`src/rtl/usc_defs.svh`:
```
// Purpose: Offsets, field positions, reset values and bit timing of the serial control block.
// Assumes: Included by bare name; definitions only.
// Notes:   Byte addresses are word aligned on the AHB-Lite bus.
`ifndef USC_DEFS_SVH
`define USC_DEFS_SVH
`define USC_TXBUF_ADDR 8'h80
`define USC_RXBUF_ADDR 8'h84
`define USC_CFG_ADDR   8'h88
`define USC_SLAVE_ADDRESS_REG_ADDR 8'h8C
`define USC_SLAVE_ADDRESS_MASK_ADDR 8'h90
`define USC_ISTAT_ADDR 8'h94
`define USC_SERIAL_CONTROL_REG_ADDR  8'h98
`define USC_IMASK_ADDR 8'h9C
`define USC_SERIAL_CONTROL_REG_RST   8'h00
`define USC_CFG_RST    32'h006C_0000
`define USC_B_SM0FE    7
`define USC_B_SM1      6
`define USC_B_SM2      5
`define USC_B_REN      4
`define USC_B_TB8      3
`define USC_B_RB8      2
`define USC_B_TI       1
`define USC_B_RI       0
`define USC_CFG_FES    0
`define USC_CFG_DBL    1
`define USC_I_TX       0
`define USC_I_RX       1
`define USC_I_FE       2
`define USC_M0_DIV     16'h000C
`define USC_M2_DIV     16'h0040
`define USC_M2_DIV_DBL 16'h0020
`endif

```
`src/rtl/usc_pkg.sv`:
```
// Purpose: Types shared by the serial control block.
// Assumes: Nothing.
// Notes:   Mode codes follow the two mode-select bits, high bit first.
package usc_pkg;
  typedef enum logic [1:0] {MODE_SHIFT, MODE_UART8, MODE_UART9_FIX, MODE_UART9_VAR} usc_mode_t;
  typedef enum logic [1:0] {RX_IDLE, RX_START, RX_BITS, RX_SHIFT} usc_rx_state_t;
endpackage : usc_pkg

```
`src/rtl/usc_tx.sv`:
```
// Purpose: Transmit shifter for the shift register mode and the asynchronous modes.
// Assumes: bit_len is at least 2 and stable while a frame is sent.
// Notes:   Starts are ignored while busy.
`timescale 1ns/1ps
module usc_tx
  import usc_pkg::*;
(
  // Clock and reset
  input  wire logic        hclk,
  input  wire logic        hresetn,
  // Control
  input  wire logic        start,
  input  usc_mode_t        mode,
  input  wire logic [7:0]  data,
  input  wire logic        ninth_bit,
  input  wire logic [15:0] bit_len,
  // Line and status
  output logic             tx_line,
  output logic             m0_clk,
  output logic             m0_data,
  output logic             m0_oe,
  output logic             busy,
  output logic             done
);
  logic [10:0] sh_r;
  logic [15:0] cyc_r;
  logic [3:0]  idx_r;
  logic [3:0]  last_r;
  logic        busy_r;
  logic        m0_r;
  logic        step;

  assign step = busy_r && (cyc_r == bit_len - 16'h0001);

  always_ff @(posedge hclk or negedge hresetn) begin
    if (!hresetn) begin
      sh_r   <= 11'h7FF;
      cyc_r  <= 16'h0000;
      idx_r  <= 4'h0;
      last_r <= 4'h0;
      busy_r <= 1'b0;
      m0_r   <= 1'b0;
    end else if (start && !busy_r) begin
      m0_r   <= (mode == MODE_SHIFT);
      // Mode 1 sends a stop bit where the 9-bit modes send the ninth bit.
      sh_r   <= (mode == MODE_SHIFT) ? {3'b111, data} :
                {1'b1, ((mode == MODE_UART8) ? 1'b1 : ninth_bit), data, 1'b0};
      last_r <= (mode == MODE_SHIFT) ? 4'h7 : ((mode == MODE_UART8) ? 4'h9 : 4'hA);
      cyc_r  <= 16'h0000;
      idx_r  <= 4'h0;
      busy_r <= 1'b1;
    end else if (step) begin
      sh_r   <= {1'b1, sh_r[10:1]};
      cyc_r  <= 16'h0000;
      idx_r  <= idx_r + 4'h1;
      if (idx_r == last_r) begin
        busy_r <= 1'b0;
      end
    end else if (busy_r) begin
      cyc_r <= cyc_r + 16'h0001;
    end
  end

  // End of the eighth bit in shift mode, start of the stop bit otherwise.
  assign done    = step && (m0_r ? (idx_r == last_r) : (idx_r == last_r - 4'h1));
  assign tx_line = (busy_r && !m0_r) ? sh_r[0] : 1'b1;
  assign m0_clk  = !(busy_r && m0_r && (cyc_r < {1'b0, bit_len[15:1]}));
  assign m0_data = sh_r[0];
  assign m0_oe   = busy_r && m0_r;
  assign busy    = busy_r;
endmodule : usc_tx

```
`src/rtl/usc_rx.sv`:
```
// Purpose: Receive sampler for the asynchronous modes and the shift register mode.
// Assumes: rxd is already synchronised to hclk.
// Notes:   Asynchronous bits are sampled once at mid bit, shift-mode bits at the end of the bit time; a start bit that is gone at mid bit is dropped.
`timescale 1ns/1ps
module usc_rx
  import usc_pkg::*;
(
  // Clock and reset
  input  wire logic        hclk,
  input  wire logic        hresetn,
  // Control
  input  wire logic        enable,
  input  wire logic        m0_go,
  input  usc_mode_t        mode,
  input  wire logic [15:0] bit_len,
  input  wire logic        rxd,
  // Results
  output logic             m0_clk,
  output logic             busy,
  output logic             frame,
  output logic [7:0]       data,
  output logic             ninth,
  output logic             stop
);
  usc_rx_state_t st_r;
  logic [9:0]  sh_r;
  logic [15:0] cyc_r;
  logic [3:0]  idx_r;
  logic [3:0]  last_r;
  logic [9:0]  word;
  logic        sample;

  assign word   = {rxd, sh_r[9:1]};
  assign sample = (st_r == RX_BITS || st_r == RX_SHIFT) && (cyc_r == bit_len - 16'h0001);

  always_ff @(posedge hclk or negedge hresetn) begin
    if (!hresetn) begin
      st_r   <= RX_IDLE;
      sh_r   <= 10'h000;
      cyc_r  <= 16'h0000;
      idx_r  <= 4'h0;
      last_r <= 4'h0;
    end else begin
      case (st_r)
        RX_IDLE: begin
          cyc_r <= 16'h0000;
          idx_r <= 4'h0;
          if (m0_go) begin
            st_r   <= RX_SHIFT;
            last_r <= 4'h7;
          end else if (enable && mode != MODE_SHIFT && !rxd) begin
            st_r   <= RX_START;
            last_r <= (mode == MODE_UART8) ? 4'h8 : 4'h9;
          end
        end
        RX_START: begin
          cyc_r <= cyc_r + 16'h0001;
          if (cyc_r == {1'b0, bit_len[15:1]}) begin
            st_r  <= rxd ? RX_IDLE : RX_BITS;
            cyc_r <= 16'h0000;
          end
        end
        RX_BITS, RX_SHIFT: begin
          cyc_r <= cyc_r + 16'h0001;
          if (sample) begin
            sh_r  <= word;
            cyc_r <= 16'h0000;
            idx_r <= idx_r + 4'h1;
            if (idx_r == last_r) begin
              st_r <= RX_IDLE;
            end
          end
        end
        default: st_r <= RX_IDLE;
      endcase
    end
  end

  assign frame  = sample && (idx_r == last_r);
  assign data   = (st_r == RX_SHIFT) ? word[9:2] : ((last_r == 4'h8) ? word[8:1] : word[7:0]);
  assign ninth  = word[8];
  assign stop   = word[9];
  assign busy   = (st_r != RX_IDLE);
  assign m0_clk = !((st_r == RX_SHIFT) && (cyc_r < {1'b0, bit_len[15:1]}));
endmodule : usc_rx

```
`src/rtl/usc_top.sv`:
```
// Purpose: Serial port control and status with AHB-Lite register access.
// Assumes: One clock hclk at 250 MHz used as the oscillator; single word transfers only.
// Notes:   Reads take one wait state so a read just after a write sees the new value.
// Contract
// - Reset clears every bit of the serial control register.
// - A received frame without its stop bit sets the framing error flag.
// - Bit 7 is framing error when frame-error select is set, else mode bit.
// - Later good frames leave the framing error flag set; only software clears it.
// - 9-bit modes with filter: receive flag only for ninth bit 1 and address match.
// - 8-bit mode with filter: receive flag only after stop bit and address match.
// - Given address is address AND mask; broadcast is address OR mask.
// - 9-bit modes store the received ninth bit.
// - Mode 1 without filter stores the stop bit; shift mode leaves the field alone.
// - Shift mode sets transmit done at the end of the eighth bit.
// - Other modes set transmit done when the stop bit begins.
// - Transmit done is never cleared by hardware; software must clear it.
// - Receive done sets after eighth bit in shift mode, mid stop bit otherwise.
//
// Added by the designer: register access over AHB-Lite.
`timescale 1ns/1ps
`include "usc_defs.svh"
module usc_top
  import usc_pkg::*;
(
  // Clock and reset
  input  wire logic        hclk,
  input  wire logic        hresetn,
  // AHB-Lite slave
  input  wire logic        hsel,
  input  wire logic [31:0] haddr,
  input  wire logic [1:0]  htrans,
  input  wire logic        hwrite,
  input  wire logic [2:0]  hsize,
  input  wire logic [31:0] hwdata,
  input  wire logic        hready,
  output logic             hreadyout,
  output logic             hresp,
  output logic [31:0]      hrdata,
  // Serial pins
  input  wire logic        ser_rxd_in,
  output logic             ser_rxd_out,
  output logic             ser_rxd_oe,
  output logic             ser_txd,
  // Interrupt
  output logic             irq
);
  ////////////////////////////////////////////////////////////////////////////////
  logic        mode_select_hi_r, mode_select_lo_r, multiproc_filter_enable_r, rx_enable_r;
  logic        tx_ninth_bit_r, rx_ninth_bit_r, tx_done_flag_r, rx_done_flag_r;
  logic        framing_error_flag_r;
  logic [31:0] cfg_r;
  logic [7:0]  slave_address_reg_r, slave_address_mask_r, tx_data_r, rx_data_r;
  logic [2:0]  istat_r, imask_r;
  logic        wr_pend_r, rd_pend_r;
  logic [7:0]  addr_r;
  logic        hreadyout_r, irq_r, tx_start_r;
  logic [31:0] hrdata_r;
  logic        rxd_s1_r, rxd_s2_r;
  logic        ser_txd_r, ser_rxd_out_r, ser_rxd_oe_r;
  logic        wr_serial_control_reg, ri_set, fe_set, ti_set, frame_error_select;
  logic [7:0]  serial_control_reg_view;
  logic [15:0] bit_len;
  usc_mode_t   mode;
  logic        tx_line, tx_m0_clk, tx_m0_data, tx_m0_oe, tx_busy, tx_done;
  logic        rx_m0_clk, rx_busy, rx_frame, rx_ninth, rx_stop, m0_go, accept, addr_hit;
  logic [7:0]  rx_byte;

  // Zero mask bits are don't-care for the given address, zero result bits for broadcast.
  function automatic logic addr_match(input logic [7:0] b, input logic [7:0] a,
                                      input logic [7:0] m);
    logic [7:0] given;
    logic [7:0] bcast;
    given = a & m;
    bcast = a | m;
    addr_match = (((b ^ given) & m) == 8'h00) || (((b ^ bcast) & bcast) == 8'h00);
  endfunction : addr_match

  ////////////////////////////////////////////////////////////////////////////////
  // Bus slave: writes complete with no wait, reads with one wait state.
  always_ff @(posedge hclk or negedge hresetn) begin
    if (!hresetn) begin
      wr_pend_r   <= 1'b0;
      rd_pend_r   <= 1'b0;
      addr_r      <= 8'h00;
      hreadyout_r <= 1'b1;
    end else begin
      wr_pend_r <= 1'b0;
      rd_pend_r <= 1'b0;
      hreadyout_r <= 1'b1;
      if (hsel && htrans[1] && hready) begin
        addr_r      <= {haddr[7:2], 2'b00};
        wr_pend_r   <= hwrite;
        rd_pend_r   <= !hwrite;
        hreadyout_r <= hwrite;
      end
    end
  end

  assign frame_error_select = cfg_r[`USC_CFG_FES];
  assign wr_serial_control_reg = wr_pend_r && (addr_r == `USC_SERIAL_CONTROL_REG_ADDR);
  assign serial_control_reg_view = {(frame_error_select ? framing_error_flag_r : mode_select_hi_r),
                      mode_select_lo_r, multiproc_filter_enable_r, rx_enable_r,
                      tx_ninth_bit_r, rx_ninth_bit_r, tx_done_flag_r, rx_done_flag_r};

  always_ff @(posedge hclk or negedge hresetn) begin
    if (!hresetn) begin
      hrdata_r <= 32'h0000_0000;
    end else if (rd_pend_r) begin
      case (addr_r)
        `USC_TXBUF_ADDR: hrdata_r <= {24'h00_0000, tx_data_r};
        `USC_RXBUF_ADDR: hrdata_r <= {24'h00_0000, rx_data_r};
        `USC_CFG_ADDR:   hrdata_r <= cfg_r;
        `USC_SLAVE_ADDRESS_REG_ADDR: hrdata_r <= {24'h00_0000, slave_address_reg_r};
        `USC_SLAVE_ADDRESS_MASK_ADDR: hrdata_r <= {24'h00_0000, slave_address_mask_r};
        `USC_ISTAT_ADDR: hrdata_r <= {29'h0000_0000, istat_r};
        `USC_SERIAL_CONTROL_REG_ADDR:  hrdata_r <= {24'h00_0000, serial_control_reg_view};
        `USC_IMASK_ADDR: hrdata_r <= {29'h0000_0000, imask_r};
        default:         hrdata_r <= 32'h0000_0000;
      endcase
    end
  end

  ////////////////////////////////////////////////////////////////////////////////
  // Configuration, address and data registers.
  always_ff @(posedge hclk or negedge hresetn) begin
    if (!hresetn) begin
      cfg_r                <= `USC_CFG_RST;
      slave_address_reg_r  <= 8'h00;
      slave_address_mask_r <= 8'h00;
      tx_data_r            <= 8'h00;
      imask_r              <= 3'h0;
      tx_start_r           <= 1'b0;
    end else begin
      tx_start_r <= 1'b0;
      if (wr_pend_r) begin
        case (addr_r)
          `USC_CFG_ADDR:   cfg_r <= hwdata;
          `USC_SLAVE_ADDRESS_REG_ADDR: slave_address_reg_r <= hwdata[7:0];
          `USC_SLAVE_ADDRESS_MASK_ADDR: slave_address_mask_r <= hwdata[7:0];
          `USC_IMASK_ADDR: imask_r <= hwdata[2:0];
          `USC_TXBUF_ADDR: begin
            tx_data_r  <= hwdata[7:0];
            tx_start_r <= 1'b1;
          end
          default: tx_start_r <= 1'b0;
        endcase
      end
    end
  end

  ////////////////////////////////////////////////////////////////////////////////
  // Mode and bit timing. Variable rates come from the upper half of the config word.
  assign mode = usc_mode_t'({mode_select_hi_r, mode_select_lo_r});

  always_comb begin
    case (mode)
      MODE_SHIFT:     bit_len = `USC_M0_DIV;
      MODE_UART9_FIX: bit_len = cfg_r[`USC_CFG_DBL] ? `USC_M2_DIV_DBL : `USC_M2_DIV;
      default:        bit_len = (cfg_r[31:16] < 16'h0002) ? 16'h0002 : cfg_r[31:16];
    endcase
  end

  ////////////////////////////////////////////////////////////////////////////////
  usc_tx u_tx (
    .hclk      (hclk),
    .hresetn   (hresetn),
    .start     (tx_start_r),
    .mode      (mode),
    .data      (tx_data_r),
    .ninth_bit (tx_ninth_bit_r),
    .bit_len   (bit_len),
    .tx_line   (tx_line),
    .m0_clk    (tx_m0_clk),
    .m0_data   (tx_m0_data),
    .m0_oe     (tx_m0_oe),
    .busy      (tx_busy),
    .done      (tx_done)
  );

  // The receive pin is asynchronous to hclk.
  always_ff @(posedge hclk or negedge hresetn) begin
    if (!hresetn) begin
      rxd_s1_r <= 1'b1;
      rxd_s2_r <= 1'b1;
    end else begin
      rxd_s1_r <= ser_rxd_in;
      rxd_s2_r <= rxd_s1_r;
    end
  end

  // Shift-mode reception runs while enabled, the previous byte was taken and the transmitter is not busy.
  assign m0_go = (mode == MODE_SHIFT) && rx_enable_r && !rx_done_flag_r && !tx_busy;

  usc_rx u_rx (
    .hclk    (hclk),
    .hresetn (hresetn),
    .enable  (rx_enable_r),
    .m0_go   (m0_go),
    .mode    (mode),
    .bit_len (bit_len),
    .rxd     (rxd_s2_r),
    .m0_clk  (rx_m0_clk),
    .busy    (rx_busy),
    .frame   (rx_frame),
    .data    (rx_byte),
    .ninth   (rx_ninth),
    .stop    (rx_stop)
  );

  ////////////////////////////////////////////////////////////////////////////////
  // Frame acceptance and flag setting.
  assign addr_hit = addr_match(rx_byte, slave_address_reg_r, slave_address_mask_r);
  always_comb begin
    case (mode)
      MODE_SHIFT: accept = 1'b1;
      MODE_UART8: accept = !multiproc_filter_enable_r || (rx_stop && addr_hit);
      default:    accept = !multiproc_filter_enable_r || (rx_ninth && addr_hit);
    endcase
  end
  assign ri_set = rx_frame && accept;
  assign fe_set = rx_frame && (mode != MODE_SHIFT) && !rx_stop;
  assign ti_set = tx_done;

  always_ff @(posedge hclk or negedge hresetn) begin
    if (!hresetn) begin
      rx_data_r      <= 8'h00;
      rx_ninth_bit_r <= 1'b0;
    end else if (ri_set) begin
      rx_data_r <= rx_byte;
      if (mode[1]) begin
        rx_ninth_bit_r <= rx_ninth;
      end else if (mode == MODE_UART8 && !multiproc_filter_enable_r) begin
        rx_ninth_bit_r <= rx_stop;
      end
    end else if (wr_serial_control_reg) begin
      rx_ninth_bit_r <= hwdata[`USC_B_RB8];
    end
  end

  // Software control bits of the serial control register.
  always_ff @(posedge hclk or negedge hresetn) begin
    if (!hresetn) begin
      mode_select_hi_r          <= 1'(`USC_SERIAL_CONTROL_REG_RST >> `USC_B_SM0FE);
      mode_select_lo_r          <= 1'b0;
      multiproc_filter_enable_r <= 1'b0;
      rx_enable_r               <= 1'b0;
      tx_ninth_bit_r            <= 1'b0;
    end else if (wr_serial_control_reg) begin
      if (!frame_error_select) begin
        mode_select_hi_r <= hwdata[`USC_B_SM0FE];
      end
      mode_select_lo_r          <= hwdata[`USC_B_SM1];
      multiproc_filter_enable_r <= hwdata[`USC_B_SM2];
      rx_enable_r               <= hwdata[`USC_B_REN];
      tx_ninth_bit_r            <= hwdata[`USC_B_TB8];
    end
  end

  // Hardware-set flags: a set in the same cycle as a software write wins.
  always_ff @(posedge hclk or negedge hresetn) begin
    if (!hresetn) begin
      tx_done_flag_r       <= 1'b0;
      rx_done_flag_r       <= 1'b0;
      framing_error_flag_r <= 1'b0;
    end else begin
      if (ti_set) begin
        tx_done_flag_r <= 1'b1;
      end else if (wr_serial_control_reg) begin
        tx_done_flag_r <= hwdata[`USC_B_TI];
      end
      if (ri_set) begin
        rx_done_flag_r <= 1'b1;
      end else if (wr_serial_control_reg) begin
        rx_done_flag_r <= hwdata[`USC_B_RI];
      end
      if (fe_set) begin
        framing_error_flag_r <= 1'b1;
      end else if (wr_serial_control_reg && frame_error_select) begin
        framing_error_flag_r <= hwdata[`USC_B_SM0FE];
      end
    end
  end

  ////////////////////////////////////////////////////////////////////////////////
  // Interrupt status, write one to clear; a new event beats the clear.
  always_ff @(posedge hclk or negedge hresetn) begin
    if (!hresetn) begin
      istat_r <= 3'h0;
      irq_r   <= 1'b0;
    end else begin
      istat_r <= (istat_r & ~((wr_pend_r && addr_r == `USC_ISTAT_ADDR) ? hwdata[2:0] : 3'h0))
                 | {fe_set, ri_set, ti_set};
      irq_r   <= |(istat_r & imask_r);
    end
  end

  // Shift mode drives clock on the transmit pin and data on the two-way pin.
  always_ff @(posedge hclk or negedge hresetn) begin
    if (!hresetn) begin
      ser_txd_r     <= 1'b1;
      ser_rxd_out_r <= 1'b1;
      ser_rxd_oe_r  <= 1'b0;
    end else begin
      ser_txd_r     <= (mode == MODE_SHIFT) ? (tx_m0_clk & rx_m0_clk) : tx_line;
      ser_rxd_out_r <= tx_m0_data;
      ser_rxd_oe_r  <= tx_m0_oe;
    end
  end

  assign hreadyout   = hreadyout_r;
  assign hresp       = 1'b0;
  assign hrdata      = hrdata_r;
  assign ser_txd     = ser_txd_r;
  assign ser_rxd_out = ser_rxd_out_r;
  assign ser_rxd_oe  = ser_rxd_oe_r;
  assign irq         = irq_r;

  ////////////////////////////////////////////////////////////////////////////////
  a_reset_serial_control_reg_zero: assert property (@(posedge hclk) $rose(hresetn) |-> serial_control_reg_view == 8'h00)
    else $error("serial control not zero after reset");
  a_mode_bit_len: assert property (@(posedge hclk) disable iff (!hresetn)
    mode == MODE_SHIFT |-> bit_len == 16'h000C) else $error("shift mode bit time wrong");
  a_fe_bad_stop: assert property (@(posedge hclk) disable iff (!hresetn)
    rx_frame && mode != MODE_SHIFT && !rx_stop |=> framing_error_flag_r)
    else $error("missing stop bit not flagged");
  a_bit7_view: assert property (@(posedge hclk) disable iff (!hresetn)
    serial_control_reg_view[7] == (frame_error_select ? framing_error_flag_r : mode_select_hi_r))
    else $error("bit 7 shows wrong function");
  a_fe_sticky: assert property (@(posedge hclk) disable iff (!hresetn)
    framing_error_flag_r && !(wr_serial_control_reg && frame_error_select) |=> framing_error_flag_r)
    else $error("framing error cleared by hardware");
  a_mp_ninth_gate: assert property (@(posedge hclk) disable iff (!hresetn)
    rx_frame && mode[1] && multiproc_filter_enable_r && !rx_ninth && !rx_done_flag_r
    && !wr_serial_control_reg |=> !rx_done_flag_r) else $error("data byte passed address filter");
  a_mp_stop_gate: assert property (@(posedge hclk) disable iff (!hresetn)
    rx_frame && mode == MODE_UART8 && multiproc_filter_enable_r && !rx_stop
    && !rx_done_flag_r && !wr_serial_control_reg |=> !rx_done_flag_r) else $error("bad stop passed filter");
  a_rb8_ninth: assert property (@(posedge hclk) disable iff (!hresetn)
    ri_set && mode[1] |=> rx_ninth_bit_r == $past(rx_ninth)) else $error("ninth bit not stored");
  a_rb8_stop: assert property (@(posedge hclk) disable iff (!hresetn)
    ri_set && mode == MODE_UART8 && !multiproc_filter_enable_r |=> rx_ninth_bit_r == $past(rx_stop))
    else $error("stop bit not stored");
  a_ti_sticky: assert property (@(posedge hclk) disable iff (!hresetn)
    tx_done_flag_r && !wr_serial_control_reg |=> tx_done_flag_r) else $error("transmit done cleared alone");
  a_ti_on_done: assert property (@(posedge hclk) disable iff (!hresetn)
    tx_done |=> tx_done_flag_r ##1 $past(tx_busy, 2)) else $error("transmit done not set");
  a_rx_needs_enable: assert property (@(posedge hclk) disable iff (!hresetn)
    $rose(rx_busy) |-> $past(rx_enable_r)) else $error("reception started while disabled");
  a_irq_follows: assert property (@(posedge hclk) disable iff (!hresetn)
    |(istat_r & imask_r) |=> irq_r) else $error("interrupt not raised");
  c_rx_accept: cover property (@(posedge hclk) disable iff (!hresetn) ri_set && mode == MODE_UART8);
  c_addr_hit: cover property (@(posedge hclk) disable iff (!hresetn)
    ri_set && multiproc_filter_enable_r && mode[1]);
  c_fe_seen: cover property (@(posedge hclk) disable iff (!hresetn) fe_set);
  c_tx_shift: cover property (@(posedge hclk) disable iff (!hresetn) tx_done && mode == MODE_SHIFT);
endmodule : usc_top

```
`config.mk`:
```
export PLATFORM = sky130hd
export DESIGN_NAME = usc_top
export DESIGN_NICKNAME = d
export VERILOG_FILES = /design/src/rtl/usc_pkg.sv /design/src/rtl/usc_tx.sv /design/src/rtl/usc_rx.sv /design/src/rtl/usc_top.sv
export VERILOG_INCLUDE_DIRS = /design/src /design/src/rtl
export SDC_FILE = /design/constraint.sdc
export NUM_CORES = 1
export LEC_CHECK = 0
export ABC_CLOCK_PERIOD_IN_PS = 4900
export BUFFER_PORTS_ARGS = -buffer_cell sky130_fd_sc_hd__clkbuf_2
export CORE_MARGIN = 3
export CORE_UTILIZATION = 35
export DETAILED_ROUTE_END_ITERATION = 10
export PLACE_DENSITY = 0.53
export SYNTH_ARGS = -nofsm -noshare
export SYNTH_HDL_FRONTEND = slang
export SYNTH_HIERARCHICAL = 1
export SYNTH_SLANG_ARGS = --single-unit
```
`constraint.sdc`:
```
create_clock -name hclk -period 4.9 [get_ports hclk]
set_input_delay 0.49 -clock hclk [delete_from_list [all_inputs] [get_ports hclk]]
set_output_delay 0.49 -clock hclk [all_outputs]
set_load 0.005 [all_outputs]
```
==> results.yml <==
run_status:
  outcome: "complete, no violations"
synth:
  synth_warnings: 6
  ys_async_sr_fraction_pct: 100
  synth-seq-area-share_pct: 43.2
  synth_most_common_cell: "dfrtp_1"
  synth_cells: 1128
  yosys.cell_types.count: 82
  synth_top_area_cell: "dfrtp_1"
  synth-edff-count: 0
  netlist_area_um2: 11400
  synth-main-ff-cell: "dfrtp_1"
  syn_nets: 1239
  synthTopCellsByArea: "dfrtp_1 39%, mux2_2 5.4%, dfstp_2 4.4%"
  synthesis.area_per_instance_um2: 10.1
  synth-seq-cells: 196
  synth_top_area_share_pct: 38.8
  synth_common_cells: "177 x dfrtp_1, 85 x inv_1, 78 x nand2_1, 72 x nor2_1, 63 x o21ai_0"
drt:
  drtIter0Drc: 479
  drc: 0
  vias: 8586
  wl_per_cell_um: 17.7
  routed_wl_um: 29300
  antenna_left: 0
  drt_pass1_iterations: 8
  routed_via_density: 5.20
cts:
  ctsHtreeMaxLevel: 4
  root_buffer: "clkbuf_16"
  clkSinkCount: 196
  cts.reportedPaths.clkPinSlew_ns: 0.08
  cts_tree: "built"
  clock_latency_ns: 0.45
  clk_path_buf_depth: 2
  post_cts_buffers: 0
  ctsHoldBuffers: 0
  cts_buffers: 17
sta:
  finalSetupViolations: 0
  slew-limit-headroom_pct: 33.9
  period_minus_slack_ns: 4.56
  fin_worst_skew_ns: 0.0141
  hold_viol_final: 0
  rsz0062_at_grt: "false"
  fin_crit_sh_pct: 93.0
  fin_ws_ns: 0.344
  fmaxAchievable_mhz: 220
  drv_slew: 0
  worst_pin_slew_ns: 0.992
  tns_ns: 0
pwr:
  p_sw_share_pct: 32.1
  p_leak_nw: 5.96
  p_total_w: 0.00432
  p_seq_share_pct: 45.5
  intPower_w: 0.00293
  combPwrFrac_pct: 20.6
  cellPowerDensity_nw_per_um2: 334
  p_sw_w: 0.00139
  ir_drop_uv: 281
  clkPwrFrac_pct: 33.8
run:
  maxCapViolations: 0
critical_path:
  worstPathMaxFanout: 8
  crit_arrival_ns: 4.89
  crit_path_start_kind: "flop"
  worstSetupEndpointType: "flop"
  crit_required_ns: 5.23
  r2r_setup_slack_ns: 0.34
  crit_type: "flop to flop"
die:
  dieWidth_um: 187
  rows: 65
  die_h_um: 187
  core_area_um2: 31900
  initial_core_util_pct: 35.8
  io_pins: 113
  die_area_um2: 34800
layout:
  diodes: 0
  fin_util_pct: 40.5
  drive_gt1_share_pct: 23.2
  fillCellCount: 3168
  nets: 1314
  fin_cells: 1651
  area_delta_synth_final_pct: 13.2
grt:
  overflow: 0
  gr-usage-all-layers_pct: 17.1
  grt_pass1_vias: 8623
  grt_pass1_wl_um: 48000
  grt_start_max_net_pins: 78
  antenna_found_initial: 0
hold_path:
  hp-class: "input port to asynchronous set/reset pin"
placement:
  gp_congestion: 0.861
  place_inst: 1619
  place_ws_ns: 0.424
  dp_hpwl_um: 21300
  io_buffers: 81
[per-layer routing]
| metal | global-route usage [%] | vias to the layer above | part of all wire (%) |
|---|---|---|---|
| li1 | - | 4180 | - |
| met4 | 4.36 | 0 | 1.3 |
| met3 | 2.59 | 21 | 2.3 |
| met5 | 0 | - | 0 |
| met1 | 23.9 | 4271 | 49 |
| met2 | 27.7 | 114 | 47 |
[kinds of logic (layout without fill, tap and decap cells)]
| logic type | after synthesis | in the layout | share of synthesized area [%] |
|---|---|---|---|
| multiplexers | 114 | 114 | 12.9 |
| AO/OA/AOI/OAI | 202 | 202 | 11.6 |
| XOR/XNOR | 78 | 78 | 5.98 |
| flip-flops | 196 | 196 | 43.2 |
| other | 1 | 1 | 0.0328 |
| buffers and inverters | 136 | 224 | 5.14 |
| adder cells (fa/ha/maj) | 36 | 36 | 3.95 |
| AND/OR/NAND/NOR | 365 | 365 | 17.2 |
[power by group through the flow]
stage	Combinational, W	Sequential (W)	Clock, W
final	0.000892	0.00197	0.00146
after global routing	0.00101	0.00199	0.00156
after detailed placement	0.000890	0.00200	0
after CTS	0.000897	0.00197	0.00150
after global placement	0.000879	0.00200	0
after floorplan	0.000710	0.00189	0
[cell type report]
| type | count | area (um^2) | area share [%] |
|---|---|---|---|
| multi-input cells | 796 | 5900 | 45.7 |
| flip-flops and latches | 196 | 4930 | 38.2 |
| repair buffers | 107 | 609 | 4.72 |
| well taps | 435 | 544 | 4.21 |
| clock buffers | 18 | 450 | 3.49 |
| inverters | 85 | 319 | 2.47 |
| clock inverters | 14 | 164 | 1.27 |
[sequential cells by signal, indices dropped and copies added (netlist names), 9 cells and up]
register	count
u_rx/cyc_r	16
hrdata	32
cfg_r	32
u_tx/sh_r	10
u_tx/cyc_r	16
u_rx/sh_r	9
[through the flow]
step	hold WS [ns]	instance area, um^2
3_3_place_gp	0.348	12300
3_5_place_dp	0.348	12300
5_1_grt	0.0952	12900
2_1_floorplan	0.194	11400
4_1_cts	0.0712	12900
6_report	0.0486	12900
[worst max-delay path, stage by stage (launching register included)]
cell	delay (ns)
dfrtp_1	0.44
nor4_1	0.29
nand4_1	0.28
and3_1	0.28
inv_1	0.05
ha_1	0.23
or3b_2	0.49
nor4_1	0.33
mux2_2	0.38
o21ai_0	0.29
nand4_1	0.22
nor2_1	0.28
o21ai_0	0.15
a21oi_1	0.17
buf_4	0.21
mux2_2	0.35
[final timing paths]
| kind | depth (start not counted) | end | startpoint |
|---|---|---|---|
| worst max-delay path | 15 | rx_data_r[0] | cfg_r[30] |
| min in group hclk | 1 | rxd_s1_r | ser_rxd_in |
| worst min register to register | 0 | rxd_s2_r | rxd_s1_r |
| worst max register to register | 15 | rx_data_r[0] | cfg_r[30] |
| worst min-delay path | 1 | hrdata[27] | hresetn |
| max in group asynchronous | 2 | tx_data_r[1] | hresetn |
[cell usage in the layout (no fill, tap or decap), drive strengths merged, types with 5 or more instances in the layout]
| master | instances |
|---|---|
| xnor2 | 34 |
| ha | 36 |
| nand2b | 6 |
| o22ai | 5 |
| nand4 | 19 |
| inv | 90 |
| and3 | 18 |
| nor4b | 5 |
| clkbuf | 99 |
| nand3b | 6 |
| a31oi | 7 |
| a21o | 13 |
| or3 | 7 |
| buf | 26 |
| clkinv | 5 |
| and2 | 11 |
| nor2b | 6 |
| nor3b | 10 |
| nand3 | 59 |
| mux2 | 85 |
| o21ai | 63 |
| o2111ai | 7 |
| xor2 | 44 |
| dfrtp | 177 |
| nor4 | 16 |
| a221o | 5 |
| or4 | 7 |
| nand2 | 80 |
| nor2 | 75 |
| o211ai | 5 |
| mux4 | 9 |
| mux2i | 20 |
| a21oi | 43 |
| dfstp | 19 |
| nor3 | 28 |
[what timing repair did]
action	4_1_cts	5_1_grt
gates resized for setup	0	1
endpoints found under the setup margin	0	1
endpoints found under the hold margin	0	0
No activity file was read; power rests on OpenSTA's default activity.
